`src/inc/stxf_pkg.sv`:
```
// stxf_pkg: constants and types for the serial transmit buffer and frame format block.
// assumes a single peripheral clock domain; registers are reached by plain ports.
package stxf_pkg;

    // ------------------------------------------------------------------
    // register access codes and reset values
    // ------------------------------------------------------------------
    localparam logic [0:0] STXF_SEL_HOLD   = 1'h0;
    localparam logic [0:0] STXF_SEL_FORMAT = 1'h1;
    localparam logic [7:0] STXF_HOLD_RST   = 8'hff;
    localparam logic [7:0] STXF_FMT_RST    = 8'h00;

    // ------------------------------------------------------------------
    // frame format field positions
    // ------------------------------------------------------------------
    localparam int STXF_FMT_SYNC_BIT  = 7;
    localparam int STXF_FMT_CHR7_BIT  = 6;
    localparam int STXF_FMT_PAREN_BIT = 5;
    localparam int STXF_FMT_ODD_BIT   = 4;
    localparam int STXF_FMT_STOP2_BIT = 3;
    localparam int STXF_FMT_MP_BIT    = 2;
    localparam int STXF_FMT_CKS_HI    = 1;
    localparam int STXF_FMT_CKS_LO    = 0;

    // ------------------------------------------------------------------
    // prescaler terminal counts: divide by 1, 4, 16, 64
    // ------------------------------------------------------------------
    localparam logic [5:0] STXF_DIV1_LAST  = 6'h00;
    localparam logic [5:0] STXF_DIV4_LAST  = 6'h03;
    localparam logic [5:0] STXF_DIV16_LAST = 6'h0f;
    localparam logic [5:0] STXF_DIV64_LAST = 6'h3f;

    // ------------------------------------------------------------------
    // character bit counts and stop bit counts
    // ------------------------------------------------------------------
    localparam logic [3:0] STXF_BITS_8 = 4'h8;
    localparam logic [3:0] STXF_BITS_7 = 4'h7;
    localparam logic [1:0] STXF_STOP_1 = 2'h1;
    localparam logic [1:0] STXF_STOP_2 = 2'h2;

    typedef enum logic [2:0] {
        STXF_IDLE,
        STXF_START,
        STXF_DATA,
        STXF_EXTRA,
        STXF_STOP
    } stxf_state_t;

    // cpu register access group
    typedef struct packed {
        logic       wr;
        logic       sel;
        logic [7:0] wdata;
    } stxf_cpu_req_t;

    // decoded format fields
    typedef struct packed {
        logic       sync_mode;
        logic       chr7;
        logic       par_en;
        logic       par_odd;
        logic       stop2;
        logic       mp_mode;
        logic [1:0] cks;
    } stxf_fmt_t;

endpackage : stxf_pkg
```
`src/core/stxf_core.sv`:
```
// stxf_core: transmit holding buffer, frame format register and transmit shifter.
// assumes the cpu access port and serial clock enable are synchronous to i_clk.
`timescale 1ns/1ps

// Notes on behaviour
// when shifter empty, load holding buffer into shifter and start sending
// next byte may be written while current one shifts out
// holding buffer is 8 bits, readable and writable any time
// holding buffer resets to all ones
// format register is 8 bits, read/write any time, resets to zero
// mode bit: 0 asynchronous, 1 clocked synchronous
// async length bit selects 8 or 7 bits; sync always 8
// with 7-bit characters the buffer msb is not sent
// parity enable only in async mode; none in sync mode
// parity sense 0 even, 1 odd over character plus parity
// parity sense ignored unless async with parity enabled
// async adds one or two stop ones; sync adds none
// receiver checks only first stop bit; second zero is next start
// multiprocessor format in async mode overrides parity settings
// clock select picks peripheral clock divided by 1, 4, 16 or 64
// data leaves least significant bit first
// no load into shifter while empty flag is set
// async frame: start zero, data, parity or mp bit, stops
module stxf_core
    import stxf_pkg::*;
(
    // clock, reset, enable
    input  wire logic          i_clk,
    input  wire logic          i_srst,
    input  wire logic          i_ce,
    // cpu register port
    input  wire stxf_cpu_req_t i_cpu,
    input  wire logic          i_clear_empty,
    input  wire logic          i_tx_enable,
    input  wire logic          i_mp_bit,
    input  wire logic [7:0]    i_bit_ticks,
    output logic [7:0]         o_hold_rdata,
    output logic [7:0]         o_fmt_rdata,
    // status
    output logic               o_empty_flag,
    output logic               o_tx_busy,
    output logic               o_baud_tick,
    // serial line
    output logic               o_txd,
    output logic               o_sclk
);

    // ------------------------------------------------------------------
    // registers
    // ------------------------------------------------------------------
    logic [7:0]  hold_reg;
    logic [7:0]  fmt_reg;
    logic        empty_reg;
    stxf_fmt_t   fmt;
    stxf_state_t state_reg;
    logic [7:0]  shift_reg;
    logic [3:0]  bitcnt_reg;
    logic [1:0]  stopcnt_reg;
    logic [7:0]  ticks_reg;
    logic        extra_reg;
    logic        pre_tick;
    logic        bit_end;
    logic        load;

    assign fmt = stxf_fmt_t'(fmt_reg);

    always_ff @(posedge i_clk) begin
        if (i_srst) begin
            hold_reg <= STXF_HOLD_RST;
        end else if (i_ce && i_cpu.wr && i_cpu.sel == STXF_SEL_HOLD) begin
            hold_reg <= i_cpu.wdata;
        end
    end

    always_ff @(posedge i_clk) begin
        if (i_srst) begin
            fmt_reg <= STXF_FMT_RST;
        end else if (i_ce && i_cpu.wr && i_cpu.sel == STXF_SEL_FORMAT) begin
            fmt_reg <= i_cpu.wdata;
        end
    end

    always_ff @(posedge i_clk) begin
        if (i_srst) begin
            o_hold_rdata <= STXF_HOLD_RST;
            o_fmt_rdata  <= STXF_FMT_RST;
        end else if (i_ce) begin
            o_hold_rdata <= hold_reg;
            o_fmt_rdata  <= fmt_reg;
        end
    end

    // ------------------------------------------------------------------
    // empty flag: loading or transmit disable sets it, cpu clears it; set wins
    // ------------------------------------------------------------------
    assign load = (state_reg == STXF_IDLE) && !empty_reg && i_tx_enable;

    always_ff @(posedge i_clk) begin
        if (i_srst) begin
            empty_reg <= 1'b1;
        end else if (i_ce) begin
            if (load || !i_tx_enable) begin
                empty_reg <= 1'b1;
            end else if (i_clear_empty) begin
                empty_reg <= 1'b0;
            end
        end
    end

    always_ff @(posedge i_clk) begin
        if (i_srst) begin
            o_empty_flag <= 1'b1;
            o_tx_busy    <= 1'b0;
        end else if (i_ce) begin
            o_empty_flag <= empty_reg;
            o_tx_busy    <= state_reg != STXF_IDLE;
        end
    end

    // ------------------------------------------------------------------
    // baud tick: prescaler then bit-time counter
    // ------------------------------------------------------------------
    stxf_prescaler u_pre (
        .i_clk  (i_clk),
        .i_srst (i_srst),
        .i_ce   (i_ce),
        .i_cks  (fmt.cks),
        .o_tick (pre_tick)
    );

    assign bit_end = pre_tick && (ticks_reg >= i_bit_ticks);

    always_ff @(posedge i_clk) begin
        if (i_srst) begin
            ticks_reg   <= 8'h00;
            o_baud_tick <= 1'b0;
        end else if (i_ce) begin
            o_baud_tick <= bit_end;
            if (load) begin
                ticks_reg <= 8'h00;
            end else if (bit_end) begin
                ticks_reg <= 8'h00;
            end else if (pre_tick) begin
                ticks_reg <= ticks_reg + 8'h01;
            end
        end
    end

    // ------------------------------------------------------------------
    // transmit shifter
    // ------------------------------------------------------------------
    always_ff @(posedge i_clk) begin
        if (i_srst) begin
            state_reg   <= STXF_IDLE;
            shift_reg   <= 8'h00;
            bitcnt_reg  <= 4'h0;
            stopcnt_reg <= 2'h0;
            extra_reg   <= 1'b0;
        end else if (i_ce) begin
            case (state_reg)
                STXF_IDLE: begin
                    if (load) begin
                        shift_reg <= hold_reg;
                        if (fmt.sync_mode || !fmt.chr7) begin
                            bitcnt_reg <= STXF_BITS_8;
                        end else begin
                            bitcnt_reg <= STXF_BITS_7;
                        end
                        if (fmt.mp_mode) begin
                            extra_reg <= i_mp_bit;
                        end else if (fmt.chr7) begin
                            extra_reg <= fmt.par_odd ^ (^hold_reg[6:0]);
                        end else begin
                            extra_reg <= fmt.par_odd ^ (^hold_reg);
                        end
                        stopcnt_reg <= fmt.stop2 ? STXF_STOP_2 : STXF_STOP_1;
                        state_reg <= fmt.sync_mode ? STXF_DATA : STXF_START;
                    end
                end
                STXF_START: begin
                    if (bit_end) begin
                        state_reg <= STXF_DATA;
                    end
                end
                STXF_DATA: begin
                    if (bit_end) begin
                        shift_reg  <= {1'b0, shift_reg[7:1]};
                        bitcnt_reg <= bitcnt_reg - 4'h1;
                        if (bitcnt_reg == 4'h1) begin
                            if (fmt.sync_mode) begin
                                state_reg <= STXF_IDLE;
                            end else if (fmt.mp_mode || fmt.par_en) begin
                                state_reg <= STXF_EXTRA;
                            end else begin
                                state_reg <= STXF_STOP;
                            end
                        end
                    end
                end
                STXF_EXTRA: begin
                    if (bit_end) begin
                        state_reg <= STXF_STOP;
                    end
                end
                STXF_STOP: begin
                    if (bit_end) begin
                        stopcnt_reg <= stopcnt_reg - 2'h1;
                        if (stopcnt_reg == 2'h1) begin
                            state_reg <= STXF_IDLE;
                        end
                    end
                end
                default: state_reg <= STXF_IDLE;
            endcase
        end
    end

    // ------------------------------------------------------------------
    // line drive: idle mark, registered so the pin never glitches
    // ------------------------------------------------------------------
    always_ff @(posedge i_clk) begin
        if (i_srst) begin
            o_txd  <= 1'b1;
            o_sclk <= 1'b1;
        end else if (i_ce) begin
            case (state_reg)
                STXF_START: o_txd <= 1'b0;
                STXF_DATA:  o_txd <= shift_reg[0];
                STXF_EXTRA: o_txd <= extra_reg;
                default:    o_txd <= 1'b1;
            endcase
            // sync clock low during first half of each data bit; needs two ticks a bit
            o_sclk <= !(fmt.sync_mode && state_reg == STXF_DATA
                        && ticks_reg <= {1'b0, i_bit_ticks[7:1]});
        end
    end

endmodule : stxf_core

```
`src/core/stxf_prescaler.sv`:
```
// stxf_prescaler: peripheral clock prescaler for the baud generator input.
// assumes i_clk is the peripheral clock and i_ce gates all state.
`timescale 1ns/1ps
module stxf_prescaler
    import stxf_pkg::*;
(
    // clock and reset
    input  wire logic       i_clk,
    input  wire logic       i_srst,
    input  wire logic       i_ce,
    // selection
    input  wire logic [1:0] i_cks,
    // tick out
    output logic            o_tick
);

    logic [5:0] cnt_reg;
    logic [5:0] last;

    always_comb begin
        case (i_cks)
            2'h0:    last = STXF_DIV1_LAST;
            2'h1:    last = STXF_DIV4_LAST;
            2'h2:    last = STXF_DIV16_LAST;
            default: last = STXF_DIV64_LAST;
        endcase
    end

    always_ff @(posedge i_clk) begin
        if (i_srst) begin
            cnt_reg <= 6'h00;
            o_tick  <= 1'b0;
        end else if (i_ce) begin
            // a selection change mid-count only stretches or shortens one period
            if (cnt_reg >= last) begin
                cnt_reg <= 6'h00;
                o_tick  <= 1'b1;
            end else begin
                cnt_reg <= cnt_reg + 6'h01;
                o_tick  <= 1'b0;
            end
        end
    end

endmodule : stxf_prescaler

```
`config.mk`:
```
export PLATFORM = sky130hd
export DESIGN_NAME = stxf_core
export DESIGN_NICKNAME = d
export VERILOG_FILES = /design/src/inc/stxf_pkg.sv /design/src/core/stxf_core.sv /design/src/core/stxf_prescaler.sv
export SDC_FILE = /design/constraint.sdc
export NUM_CORES = 1
export LEC_CHECK = 0
export BUFFER_PORTS_ARGS = -buffer_cell sky130_fd_sc_hd__buf_4
export CAP_MARGIN = 20
export CORE_MARGIN = 5
export CORE_UTILIZATION = 58
export DETAILED_ROUTE_END_ITERATION = 10
export PLACE_DENSITY = 0.89
export SYNTH_ARGS = -nofsm -noshare
export SYNTH_HDL_FRONTEND = slang
export SYNTH_SLANG_ARGS = --single-unit
```
`constraint.sdc`:
```
create_clock -name i_clk -period 2.79 [get_ports i_clk]
set_clock_uncertainty 0.05 [all_clocks]
set_input_delay 0.279 -clock i_clk [delete_from_list [all_inputs] [get_ports i_clk]]
set_output_delay 0.279 -clock i_clk [all_outputs]
set_load 0.03 [all_outputs]
```
; Word level (Yosys, flattened, before mapping)
; Index checks and enable logic that the tools add are counted.
; W data, S select, Z words.
[word_totals]
in_bits = 24
word_cells = 106
output_inout_bits = 21
regBits = 71
[classes]
mux = 33
reduce_logical = 30
n_bitwise = 3
n_eq_ne = 15
n_lt_le_gt_ge = 3
add_sub_neg = 4
[op_table]
columns = op, count
row1 = $mux W8, 5
row2 = $mux W3, 9
row3 = $pmux W6 S3, 1
row4 = $pmux W8 S2, 1
row5 = $pmux W3 S5, 1
row6 = $ne A2 B2 Y1 const B, 7
row7 = $mux W4, 3
row8 = $add A8 B1 Y8 const B, 1
row9 = $ge A8 B8 Y1, 1
row10 = $le A8 B7 Y1, 1
row11 = $logic_and A1 B1 Y1, 8
row12 = $mux W2, 4
row13 = $pmux W4 S2, 1
row14 = $reduce_and A4 Y1, 2
row15 = $reduce_and A8 Y1, 1
row16 = $reduce_xor A8 Y1, 1
row17 = $reduce_xor A7 Y1, 1
row18 = $add A6 B1 Y6 const B, 1
row19 = $eq A3 B2 Y1 const B, 2
row20 = $ge A6 B6 Y1, 1
row21 = $mux W6, 1
row22 = $reduce_bool A2 Y1, 3
row23 = $reduce_bool A3 Y1, 2
row24 = $mux W1, 5
row25 = 17 further kinds, 25

; Logic depth before layout (Yosys ltp)
; Gate-level depths: netlist of run 1.
[depth]
word_depth = 6
depth_mapped = 9
mapped_depth_nobuf = 8

; Cells and area by module
; Synthesis of run 1 repeated with hierarchy kept, for this count alone.
[hier_totals]
cells_unflattened = 451
area_unflattened_um2 = 3926.3
[by_module_without_submodules]
columns = mod, cells_each, n_inst, area_each_um2, seq_area_each_um2
row1 = stxf_core, 400, 1, 3445.8, 1281.2
row2 = stxf_prescaler, 51, 1, 480.5, 140.1

; Worst setup path after synthesis of run 1
; No wires, ideal clock.
[synth_path]
path_type = register -> register
from = reg ticks_reg[0]
to = reg state_reg[1]
path_slack_ps = 672
stages_incl_launch_ff = 9
path_buffers = 0
synth_period_minus_slack_ps = 2118
t_required_ps = 2670
setup_ps = 70
t_arrival_ps = 1997
path_cell_list = dfxtp_1 > inv_1 > ha_1 > nand2b_1 > a2111oi_4 > o311ai_0 > nand2_2 > or4_1 > a21oi_1
[synth_via]
elab_chain_cells = 4
word_cells_on_any_way = 7
classes_between = 1 x order compare / 4 x eq/ne / 2 x reduce/logical
[synth_lines]
columns = item, line_no
row1 = from (decl), stxf_core.sv:59  ; logic [7:0] ticks_reg;
row2 = from (signal assigned), stxf_core.sv:144  ; ticks_reg <= ticks_reg + 8'h01;
row3 = $ge A8 B8 Y1 *, stxf_core.sv:131  ; assign bit_end = pre_tick && (ticks_reg >= i_bit_ticks);
row4 = $logic_and A1 B1 Y1 *, stxf_core.sv:131
row5 = $ne A2 B2 Y1 (no line), n/a
row6 = $reduce_and A8 Y1 (no line) *, n/a
row7 = to (signal assigned), stxf_core.sv:177  ; state_reg <= fmt.sync_mode ? STXF_DATA : STXF_START;
row8 = to (decl), stxf_core.sv:55  ; stxf_state_t state_reg;
; Mark *: on every way between the ends. The rest lies on a longest branch, timed or not.
; A chain may end at the register's enable or synchronous reset.

; Final worst setup path of run 1
[layout_path]
from = reg ticks_reg[0]
to = reg shift_reg[3]
[layout_via]
elab_chain_cells = 4
[layout_lines]
columns = item, line_no
row1 = $ge A8 B8 Y1, stxf_core.sv:131
row2 = $logic_and A1 B1 Y1, stxf_core.sv:131
row3 = $ne A2 B2 Y1 (no line), n/a
row4 = $reduce_and A4 Y1 (no line), n/a
row5 = to (signal assigned), stxf_core.sv:163  ; shift_reg <= hold_reg;
row6 = to (signal assigned), stxf_core.sv:187  ; shift_reg <= {1'b0, shift_reg[7:1]};
row7 = to (decl), stxf_core.sv:56  ; logic [7:0] shift_reg;
; No other way between the ends.

==> flow_results.xml, run 1 <==
<?xml version="1.0" encoding="UTF-8"?>
<metrics>
  <group name="placed_design">
    <metric name="placedCellCount" unit="">532</metric>
    <metric name="globalplace.congestion" unit="">0.835</metric>
    <metric name="dpl-instance-area" unit="um2">4060</metric>
    <metric name="place_ws" unit="ns">0.431</metric>
    <metric name="hpwl" unit="um">6020</metric>
    <metric name="port_buffers" unit="">44</metric>
  </group>
  <group name="global_routing">
    <metric name="grt_first_pass_wirelength" unit="um">14400</metric>
    <metric name="globalRouteTotalUtil" unit="%">21.1</metric>
    <metric name="grt_overflow_total" unit="">0</metric>
    <metric name="grt_pass1_vias" unit="">3088</metric>
    <metric name="grt_max_degree" unit="">43</metric>
    <metric name="grt_antenna_before_repair" unit="">0</metric>
  </group>
  <group name="cells_and_area">
    <metric name="stdcell_count" unit="">548</metric>
    <metric name="antenna_cells" unit="">0</metric>
    <metric name="nFillCells" unit="">488</metric>
    <metric name="core_occupancy_in_the_finished_layout" unit="%">68.3</metric>
    <metric name="layout-drive-gt1-share" unit="%">15.7</metric>
    <metric name="final-seq-area" unit="um2">1420</metric>
    <metric name="layout.cells.most_common_list" unit="">71 x sky130_fd_sc_hd__dfxtp_1, 58 x sky130_fd_sc_hd__nand2_1, 49 x sky130_fd_sc_hd__nor2_1</metric>
    <metric name="final_nets" unit="">516</metric>
    <metric name="layout.cell_area.non_filler" unit="um2">4290</metric>
    <metric name="most_common_cell_after_layout_fill_and_taps_aside" unit="">sky130_fd_sc_hd__dfxtp_1</metric>
    <metric name="multi_input_area" unit="um2">2120</metric>
    <metric name="area.growth.synth_to_final" unit="%">15.7</metric>
  </group>
  <group name="sta">
    <metric name="worst_pin_slew" unit="ns">0.704</metric>
    <metric name="finalSetupViolCount" unit="">0</metric>
    <metric name="hold_slack" unit="ns">0.0967</metric>
    <metric name="rsz0062_at_grt" unit="">no</metric>
    <metric name="hold_viol_final" unit="">0</metric>
    <metric name="clock.fmax" unit="MHz">419</metric>
    <metric name="period_utilization" unit="%">85.5</metric>
    <metric name="postLayoutSetupSlackWorst" unit="ns">0.405</metric>
    <metric name="maxSlewViolCount" unit="">0</metric>
    <metric name="finalWorstPathRequiredPeriod" unit="ns">2.39</metric>
    <metric name="timing.setup.tns" unit="ns">0</metric>
    <metric name="slew_headroom" unit="%">53.0</metric>
  </group>
  <group name="die">
    <metric name="floorplan.initialDensity" unit="%">59.0</metric>
    <metric name="io-pin-count" unit="">45</metric>
    <metric name="placement_rows" unit="">29</metric>
    <metric name="core_area" unit="um2">6280</metric>
    <metric name="die_span_y" unit="um">89.9</metric>
    <metric name="die_w" unit="um">89.9</metric>
    <metric name="die_area" unit="um2">8080</metric>
  </group>
  <group name="critical_path">
    <metric name="rr_endpoint" unit="">shift_reg[3]</metric>
    <metric name="critPathKind" unit="">reg -&gt; reg</metric>
    <metric name="timing.critical_path.from" unit="">ticks_reg[0]</metric>
    <metric name="r2r_worst_path_depth" unit="">8</metric>
    <metric name="crit_path_end_kind" unit="">flop</metric>
    <metric name="timing.critical_path.slowest_cell_delay" unit="ns">0.43</metric>
    <metric name="timing.critical_path.cells" unit="">inv_1 -&gt; ha_1 -&gt; nand2b_1 -&gt; a2111oi_4 -&gt; o32ai_2 -&gt; a21oi_1 -&gt; nor2_2 -&gt; a311oi_1</metric>
    <metric name="timing.critical_path.from_type" unit="">flop</metric>
    <metric name="worst_ep_required_time" unit="ns">2.99</metric>
    <metric name="critical_path.max_fanout" unit="">9</metric>
    <metric name="r2r_setup_slack" unit="ns">0.40</metric>
    <metric name="worstReg2RegStart" unit="">ticks_reg[0]</metric>
    <metric name="crit_slowest_cell" unit="">sky130_fd_sc_hd__a2111oi_4</metric>
    <metric name="critPathArrivalTime" unit="ns">2.59</metric>
    <metric name="crit_end" unit="">shift_reg[3]</metric>
  </group>
  <group name="synthesis">
    <metric name="number_of_distinct_standard_cells_referenced_by_the_synthesized_netlist" unit="">53</metric>
    <metric name="syn_area" unit="um2">3700</metric>
    <metric name="yosys_warnings" unit="">0</metric>
    <metric name="syn_avg_cell_area" unit="um2">8.63</metric>
    <metric name="synth_seq_area_share" unit="%">38.4</metric>
    <metric name="synth_nets" unit="">479</metric>
    <metric name="synth_edf_count" unit="">0</metric>
    <metric name="post_synth_inst_count" unit="">429</metric>
    <metric name="synth_top_flop_cell" unit="">sky130_fd_sc_hd__dfxtp_1</metric>
    <metric name="synth-async-reset-ratio" unit="%">0</metric>
    <metric name="yosys_register_bits" unit="">71</metric>
  </group>
  <group name="detailed_routing">
    <metric name="via_count" unit="">3163</metric>
    <metric name="drt_iter0_markers" unit="">147</metric>
    <metric name="route.detailed.wl_per_inst" unit="um">15.4</metric>
    <metric name="vias_per_inst" unit="">5.77</metric>
    <metric name="wire_length_after_detailed_routing" unit="um">8420</metric>
    <metric name="dr.pass1.iters" unit="">4</metric>
    <metric name="postRouteAntennaNets" unit="">0</metric>
    <metric name="number_of_drc_violations_after_detailed_routing" unit="">0</metric>
  </group>
  <group name="min_path">
    <metric name="hold_path_startpoint" unit="">i_cpu[1]</metric>
    <metric name="hold_path.class" unit="">in -&gt; reg</metric>
  </group>
  <group name="clocking">
    <metric name="cts_max_path_bufs" unit="">2</metric>
    <metric name="tritoncts_clock_tree" unit="">built</metric>
    <metric name="post-cts-setup-buffer-count" unit="">0</metric>
    <metric name="htreeDepth" unit="">3</metric>
    <metric name="cts_buffers" unit="">9</metric>
    <metric name="cts.sinks" unit="">71</metric>
    <metric name="cts_resized" unit="">0</metric>
    <metric name="clkLatencyLatePin" unit="ns">0.35</metric>
    <metric name="holdBufCountCts" unit="">0</metric>
    <metric name="clk_transition_reported_paths" unit="ns">0.08</metric>
    <metric name="cts_root_buf" unit="">sky130_fd_sc_hd__clkbuf_8</metric>
  </group>
  <group name="pwr">
    <metric name="power_per_cell_area" unit="nW/um2">527</metric>
    <metric name="power.ir.vdd_worst" unit="uV">460</metric>
    <metric name="fin_total_pwr" unit="mW">2.26</metric>
    <metric name="power.leakage" unit="nW">1.87</metric>
  </group>
  <group name="run">
    <metric name="maximum_capacitance_violations" unit="">0</metric>
  </group>
  <group name="run_status">
    <metric name="outcome" unit="">completed</metric>
  </group>
</metrics>
report_power, final:
part / total (mW) / leakage, nW / switching (mW) / internal (mW)
Combinational: 0.257 / 1.19 / 0.141 / 0.116
Clock: 0.932 / 0.109 / 0.400 / 0.532
Sequential: 1.07 / 0.576 / 0.0310 / 1.04
critical path, delay by kind of cell (launching register included):
family | cells | cell delay (ns)
fa+ha+maj | 1 | 0.26
simple gates | 2 | 0.33
buf+inv | 1 | 0.08
flops | 1 | 0.39
compound gates | 4 | 1.17
synthesized netlist by cell type (all sizes together) (4+ instances only):
master / n / area [um2]
nand4: 7 / 43.8
nor2: 51 / 201
a21o: 5 / 37.5
nor3b: 5 / 48.8
ha: 26 / 325
xor2: 7 / 61.3
nor3: 5 / 25.0
buf: 8 / 47.5
nand2: 59 / 224
a211oi: 4 / 30.0
a21oi: 29 / 145
inv: 18 / 67.6
mux2i: 29 / 290
nor2b: 4 / 25.0
o21a: 5 / 37.5
o21ai: 16 / 80.1
clkbuf: 13 / 48.8
xnor2: 12 / 105
nand3: 15 / 75.1
dfxtp: 71 / 1420
a311oi: 9 / 78.8
logic make-up after synthesis:
logic type | count (synthesis) | synth area share [%]
XOR/XNOR | 19 | 4.49
adder cells (fa/ha/maj) | 26 | 8.79
buffers and inverters | 39 | 4.43
AND/OR/NAND/NOR | 160 | 20.2
AO/OA/AOI/OAI | 84 | 15.6
flip-flops | 71 | 38.4
multiplexers | 30 | 8.14
how the worst min path moves through the flow:
stage	cells past startpoint	slack [ns]	to
3_5_place_dp	2	0.41	o_hold_rdata[2]
2_1_floorplan	2	0.35	hold_reg[0]
4_1_cts	3	0.09	hold_reg[4]
5_1_grt	3	0.09	hold_reg[2]
6_report	3	0.1	hold_reg[1]
3_3_place_gp	2	0.41	o_hold_rdata[6]
final cells by class:
| class | count | area share [%] |
|---|---|---|
| Clock inverter | 6 | 2.16 |
| Multi-Input combinational cell | 319 | 49.4 |
| Tap cell | 77 | 2.25 |
| Timing Repair Buffer | 47 | 8.23 |
| Clock buffer | 10 | 3.21 |
| Inverter | 18 | 1.58 |
| Sequential cell | 71 | 33.2 |
routing by layer:
| metal | vias to the layer above | GRT usage, % | wire length (um) |
|---|---|---|---|
| li1 | 1583 | - | - |
| met1 | 1462 | 26.3 | 3600 |
| met2 | 99 | 36.0 | 4170 |
| met3 | 19 | 5.34 | 481 |
| met4 | 0 | 6.08 | 164 |
| met5 | - | 0 | 0 |
Note: power is estimated with default switching activity, not from simulation.
==> run 2, diff against run 1 <==
- GPL_TIMING_DRIVEN: not set -> 0
==> run 2 against run 1 <==
Combinational power is 7% higher. Final cell count is 2.9% higher. Critical path depth stayed put. Maximum frequency is 2.7% lower. First-iteration DRC count is 65% higher. Flip-flop and latch count stayed put. Sequential share of layout area stayed put. Via count is 7.0% higher. Register-to-register slack worse by 0.07 ns. Non-clock buffer count is 17 higher. Worst hold slack better by 0.0033 ns. Highest routed layer unchanged.
==> flow_results.xml, run 2 (same netlist as run 1, synthesis figures left out) <==
<?xml version="1.0" encoding="UTF-8"?>
<metrics>
  <group name="clocking">
    <metric name="clkLatencyLatePin" unit="ns">0.35</metric>
    <metric name="post-cts-setup-buffer-count" unit="">0</metric>
    <metric name="cts_buffers" unit="">9</metric>
    <metric name="cts_root_buf" unit="">sky130_fd_sc_hd__clkbuf_8</metric>
    <metric name="cts.sinks" unit="">71</metric>
    <metric name="cts_resized" unit="">0</metric>
    <metric name="htreeDepth" unit="">3</metric>
    <metric name="clk_transition_reported_paths" unit="ns">0.07</metric>
    <metric name="holdBufCountCts" unit="">0</metric>
    <metric name="cts_max_path_bufs" unit="">2</metric>
    <metric name="tritoncts_clock_tree" unit="">built</metric>
  </group>
  <group name="die">
    <metric name="die_w" unit="um">89.9</metric>
    <metric name="io-pin-count" unit="">45</metric>
    <metric name="core_area" unit="um2">6280</metric>
    <metric name="die_area" unit="um2">8080</metric>
    <metric name="floorplan.initialDensity" unit="%">59.0</metric>
    <metric name="placement_rows" unit="">29</metric>
    <metric name="die_span_y" unit="um">89.9</metric>
  </group>
  <group name="sta">
    <metric name="hold_viol_final" unit="">0</metric>
    <metric name="finalWorstPathRequiredPeriod" unit="ns">2.45</metric>
    <metric name="worst_pin_slew" unit="ns">0.638</metric>
    <metric name="postLayoutSetupSlackWorst" unit="ns">0.339</metric>
    <metric name="maxSlewViolCount" unit="">0</metric>
    <metric name="clock.fmax" unit="MHz">408</metric>
    <metric name="rsz0062_at_grt" unit="">no</metric>
    <metric name="slew_headroom" unit="%">57.5</metric>
    <metric name="finalSetupViolCount" unit="">0</metric>
    <metric name="period_utilization" unit="%">87.8</metric>
    <metric name="timing.setup.tns" unit="ns">0</metric>
    <metric name="hold_slack" unit="ns">0.100</metric>
  </group>
  <group name="placed_design">
    <metric name="globalplace.congestion" unit="">0.890</metric>
    <metric name="hpwl" unit="um">6630</metric>
    <metric name="place_ws" unit="ns">0.384</metric>
    <metric name="port_buffers" unit="">43</metric>
  </group>
  <group name="cells_and_area">
    <metric name="core_occupancy_in_the_finished_layout" unit="%">68.3</metric>
    <metric name="final_nets" unit="">533</metric>
    <metric name="final-seq-area" unit="um2">1420</metric>
    <metric name="antenna_cells" unit="">0</metric>
    <metric name="layout.cells.most_common_list" unit="">71 x sky130_fd_sc_hd__dfxtp_1, 58 x sky130_fd_sc_hd__nand2_1, 49 x sky130_fd_sc_hd__nor2_1</metric>
    <metric name="area.growth.synth_to_final" unit="%">15.7</metric>
    <metric name="nFillCells" unit="">528</metric>
    <metric name="most_common_cell_after_layout_fill_and_taps_aside" unit="">sky130_fd_sc_hd__dfxtp_1</metric>
    <metric name="layout-drive-gt1-share" unit="%">15.4</metric>
    <metric name="multi_input_area" unit="um2">2120</metric>
  </group>
  <group name="global_routing">
    <metric name="grt_antenna_before_repair" unit="">0</metric>
    <metric name="grt_first_pass_wirelength" unit="um">15500</metric>
    <metric name="grt_overflow_total" unit="">0</metric>
    <metric name="grt_pass1_vias" unit="">3346</metric>
    <metric name="grt_max_degree" unit="">12</metric>
    <metric name="globalRouteTotalUtil" unit="%">23.1</metric>
  </group>
  <group name="pwr">
    <metric name="cellInternalPower" unit="mW">1.50</metric>
    <metric name="power_per_cell_area" unit="nW/um2">479</metric>
    <metric name="power.ir.vdd_worst" unit="uV">379</metric>
    <metric name="power_switching_share" unit="%">27.0</metric>
    <metric name="power.leakage" unit="nW">1.88</metric>
    <metric name="combinationalPowerShare" unit="%">13.3</metric>
    <metric name="fin_total_pwr" unit="mW">2.05</metric>
    <metric name="share_seq_of_total_power" unit="%">52.1</metric>
    <metric name="power.share.clock" unit="%">34.6</metric>
    <metric name="net-switching-power" unit="mW">0.554</metric>
  </group>
  <group name="critical_path">
    <metric name="worstReg2RegStart" unit="">ticks_reg[0]</metric>
    <metric name="timing.critical_path.cells" unit="">inv_1 -&gt; ha_1 -&gt; nand2b_1 -&gt; a2111oi_4 -&gt; o32ai_2 -&gt; a21oi_1 -&gt; nor2_2 -&gt; a311oi_1</metric>
    <metric name="worst_ep_required_time" unit="ns">2.95</metric>
    <metric name="critical_path.max_fanout" unit="">9</metric>
    <metric name="rr_endpoint" unit="">shift_reg[6]</metric>
    <metric name="timing.critical_path.from_type" unit="">flop</metric>
    <metric name="crit_path_end_kind" unit="">flop</metric>
    <metric name="critPathArrivalTime" unit="ns">2.61</metric>
    <metric name="timing.critical_path.slowest_cell_delay" unit="ns">0.57</metric>
    <metric name="r2r_setup_slack" unit="ns">0.34</metric>
    <metric name="critPathKind" unit="">reg -&gt; reg</metric>
    <metric name="r2r_worst_path_depth" unit="">8</metric>
    <metric name="crit_slowest_cell" unit="">sky130_fd_sc_hd__o32ai_2</metric>
  </group>
  <group name="min_path">
    <metric name="hold_path.class" unit="">in -&gt; reg</metric>
    <metric name="min_path_cells" unit="">3</metric>
    <metric name="whs_endpoint" unit="">hold_reg[2]</metric>
    <metric name="hold_path_startpoint" unit="">i_cpu[2]</metric>
  </group>
  <group name="detailed_routing">
    <metric name="wire_length_after_detailed_routing" unit="um">9240</metric>
    <metric name="vias_per_inst" unit="">6.00</metric>
    <metric name="postRouteAntennaNets" unit="">0</metric>
    <metric name="via_count" unit="">3383</metric>
    <metric name="drt_iter0_markers" unit="">242</metric>
    <metric name="route.detailed.wl_per_inst" unit="um">16.4</metric>
    <metric name="dr.pass1.iters" unit="">8</metric>
    <metric name="number_of_drc_violations_after_detailed_routing" unit="">0</metric>
  </group>
  <group name="run_status">
    <metric name="outcome" unit="">completed</metric>
  </group>
  <group name="run">
    <metric name="maximum_capacitance_violations" unit="">0</metric>
  </group>
</metrics>
## run 2: how the worst max path moves through the flow
stage	depth (start not counted)	to	from	slack [ns]
floorplan	8	state_reg[1]	ticks_reg[0]	0.67
global placement	8	shift_reg[3]	ticks_reg[0]	0.45
detailed placement	8	shift_reg[6]	ticks_reg[0]	0.38
CTS	8	shift_reg[6]	ticks_reg[0]	0.37
global route	7	shift_reg[6]	ticks_reg[2]	0.20
finish	8	shift_reg[6]	ticks_reg[0]	0.34
## run 2: through the flow
| step | std cells | area [um2] |
|---|---|---|
| floorplan | 429 | 3700 |
| global route | 564 | 4290 |
| global placement | 549 | 4120 |
| finish | 564 | 4290 |
| CTS | 564 | 4290 |
| detailed placement | 549 | 4120 |
## run 2: final cells by class
| class | instances | area share, % |
|---|---|---|
| sequential | 71 | 33.2 |
| clock inverter | 4 | 0.526 |
| clock buffer | 11 | 3.30 |
| multi-input combinational | 319 | 49.4 |
| timing repair buffer | 43 | 7.53 |
| buffer | 21 | 2.25 |
| tap | 77 | 2.25 |
| inverter | 18 | 1.58 |
## run 2: worst max-delay path, delay by kind of cell (launching register included)
family,cells,cell delay (ns)
buffers and inverters,1,0.08
AO/OA/AOI/OAI,4,1.03
AND/OR/NAND/NOR,2,0.49
adder cells (fa/ha/maj),1,0.27
flip-flops,1,0.39
## run 2: power by group through the flow
stage                     Sequential (mW)  Combinational (mW)  Clock (mW)
after floorplan                      1.10               0.174           0
after global placement               1.09               0.257           0
after detailed placement             1.09               0.268           0
after CTS                            1.07               0.272       0.709
after global routing                 1.07               0.299       0.768
final                                1.07               0.274       0.709
## run 2: per-layer routing
layer / up-vias / global-route usage (%) / wire length [um]
met3: 29 / 6.59 / 662
met2: 166 / 39.1 / 4610
met5: - / 0 / 0
li1: 1615 / - / -
met4: 0 / 9.06 / 221
met1: 1573 / 27.5 / 3750
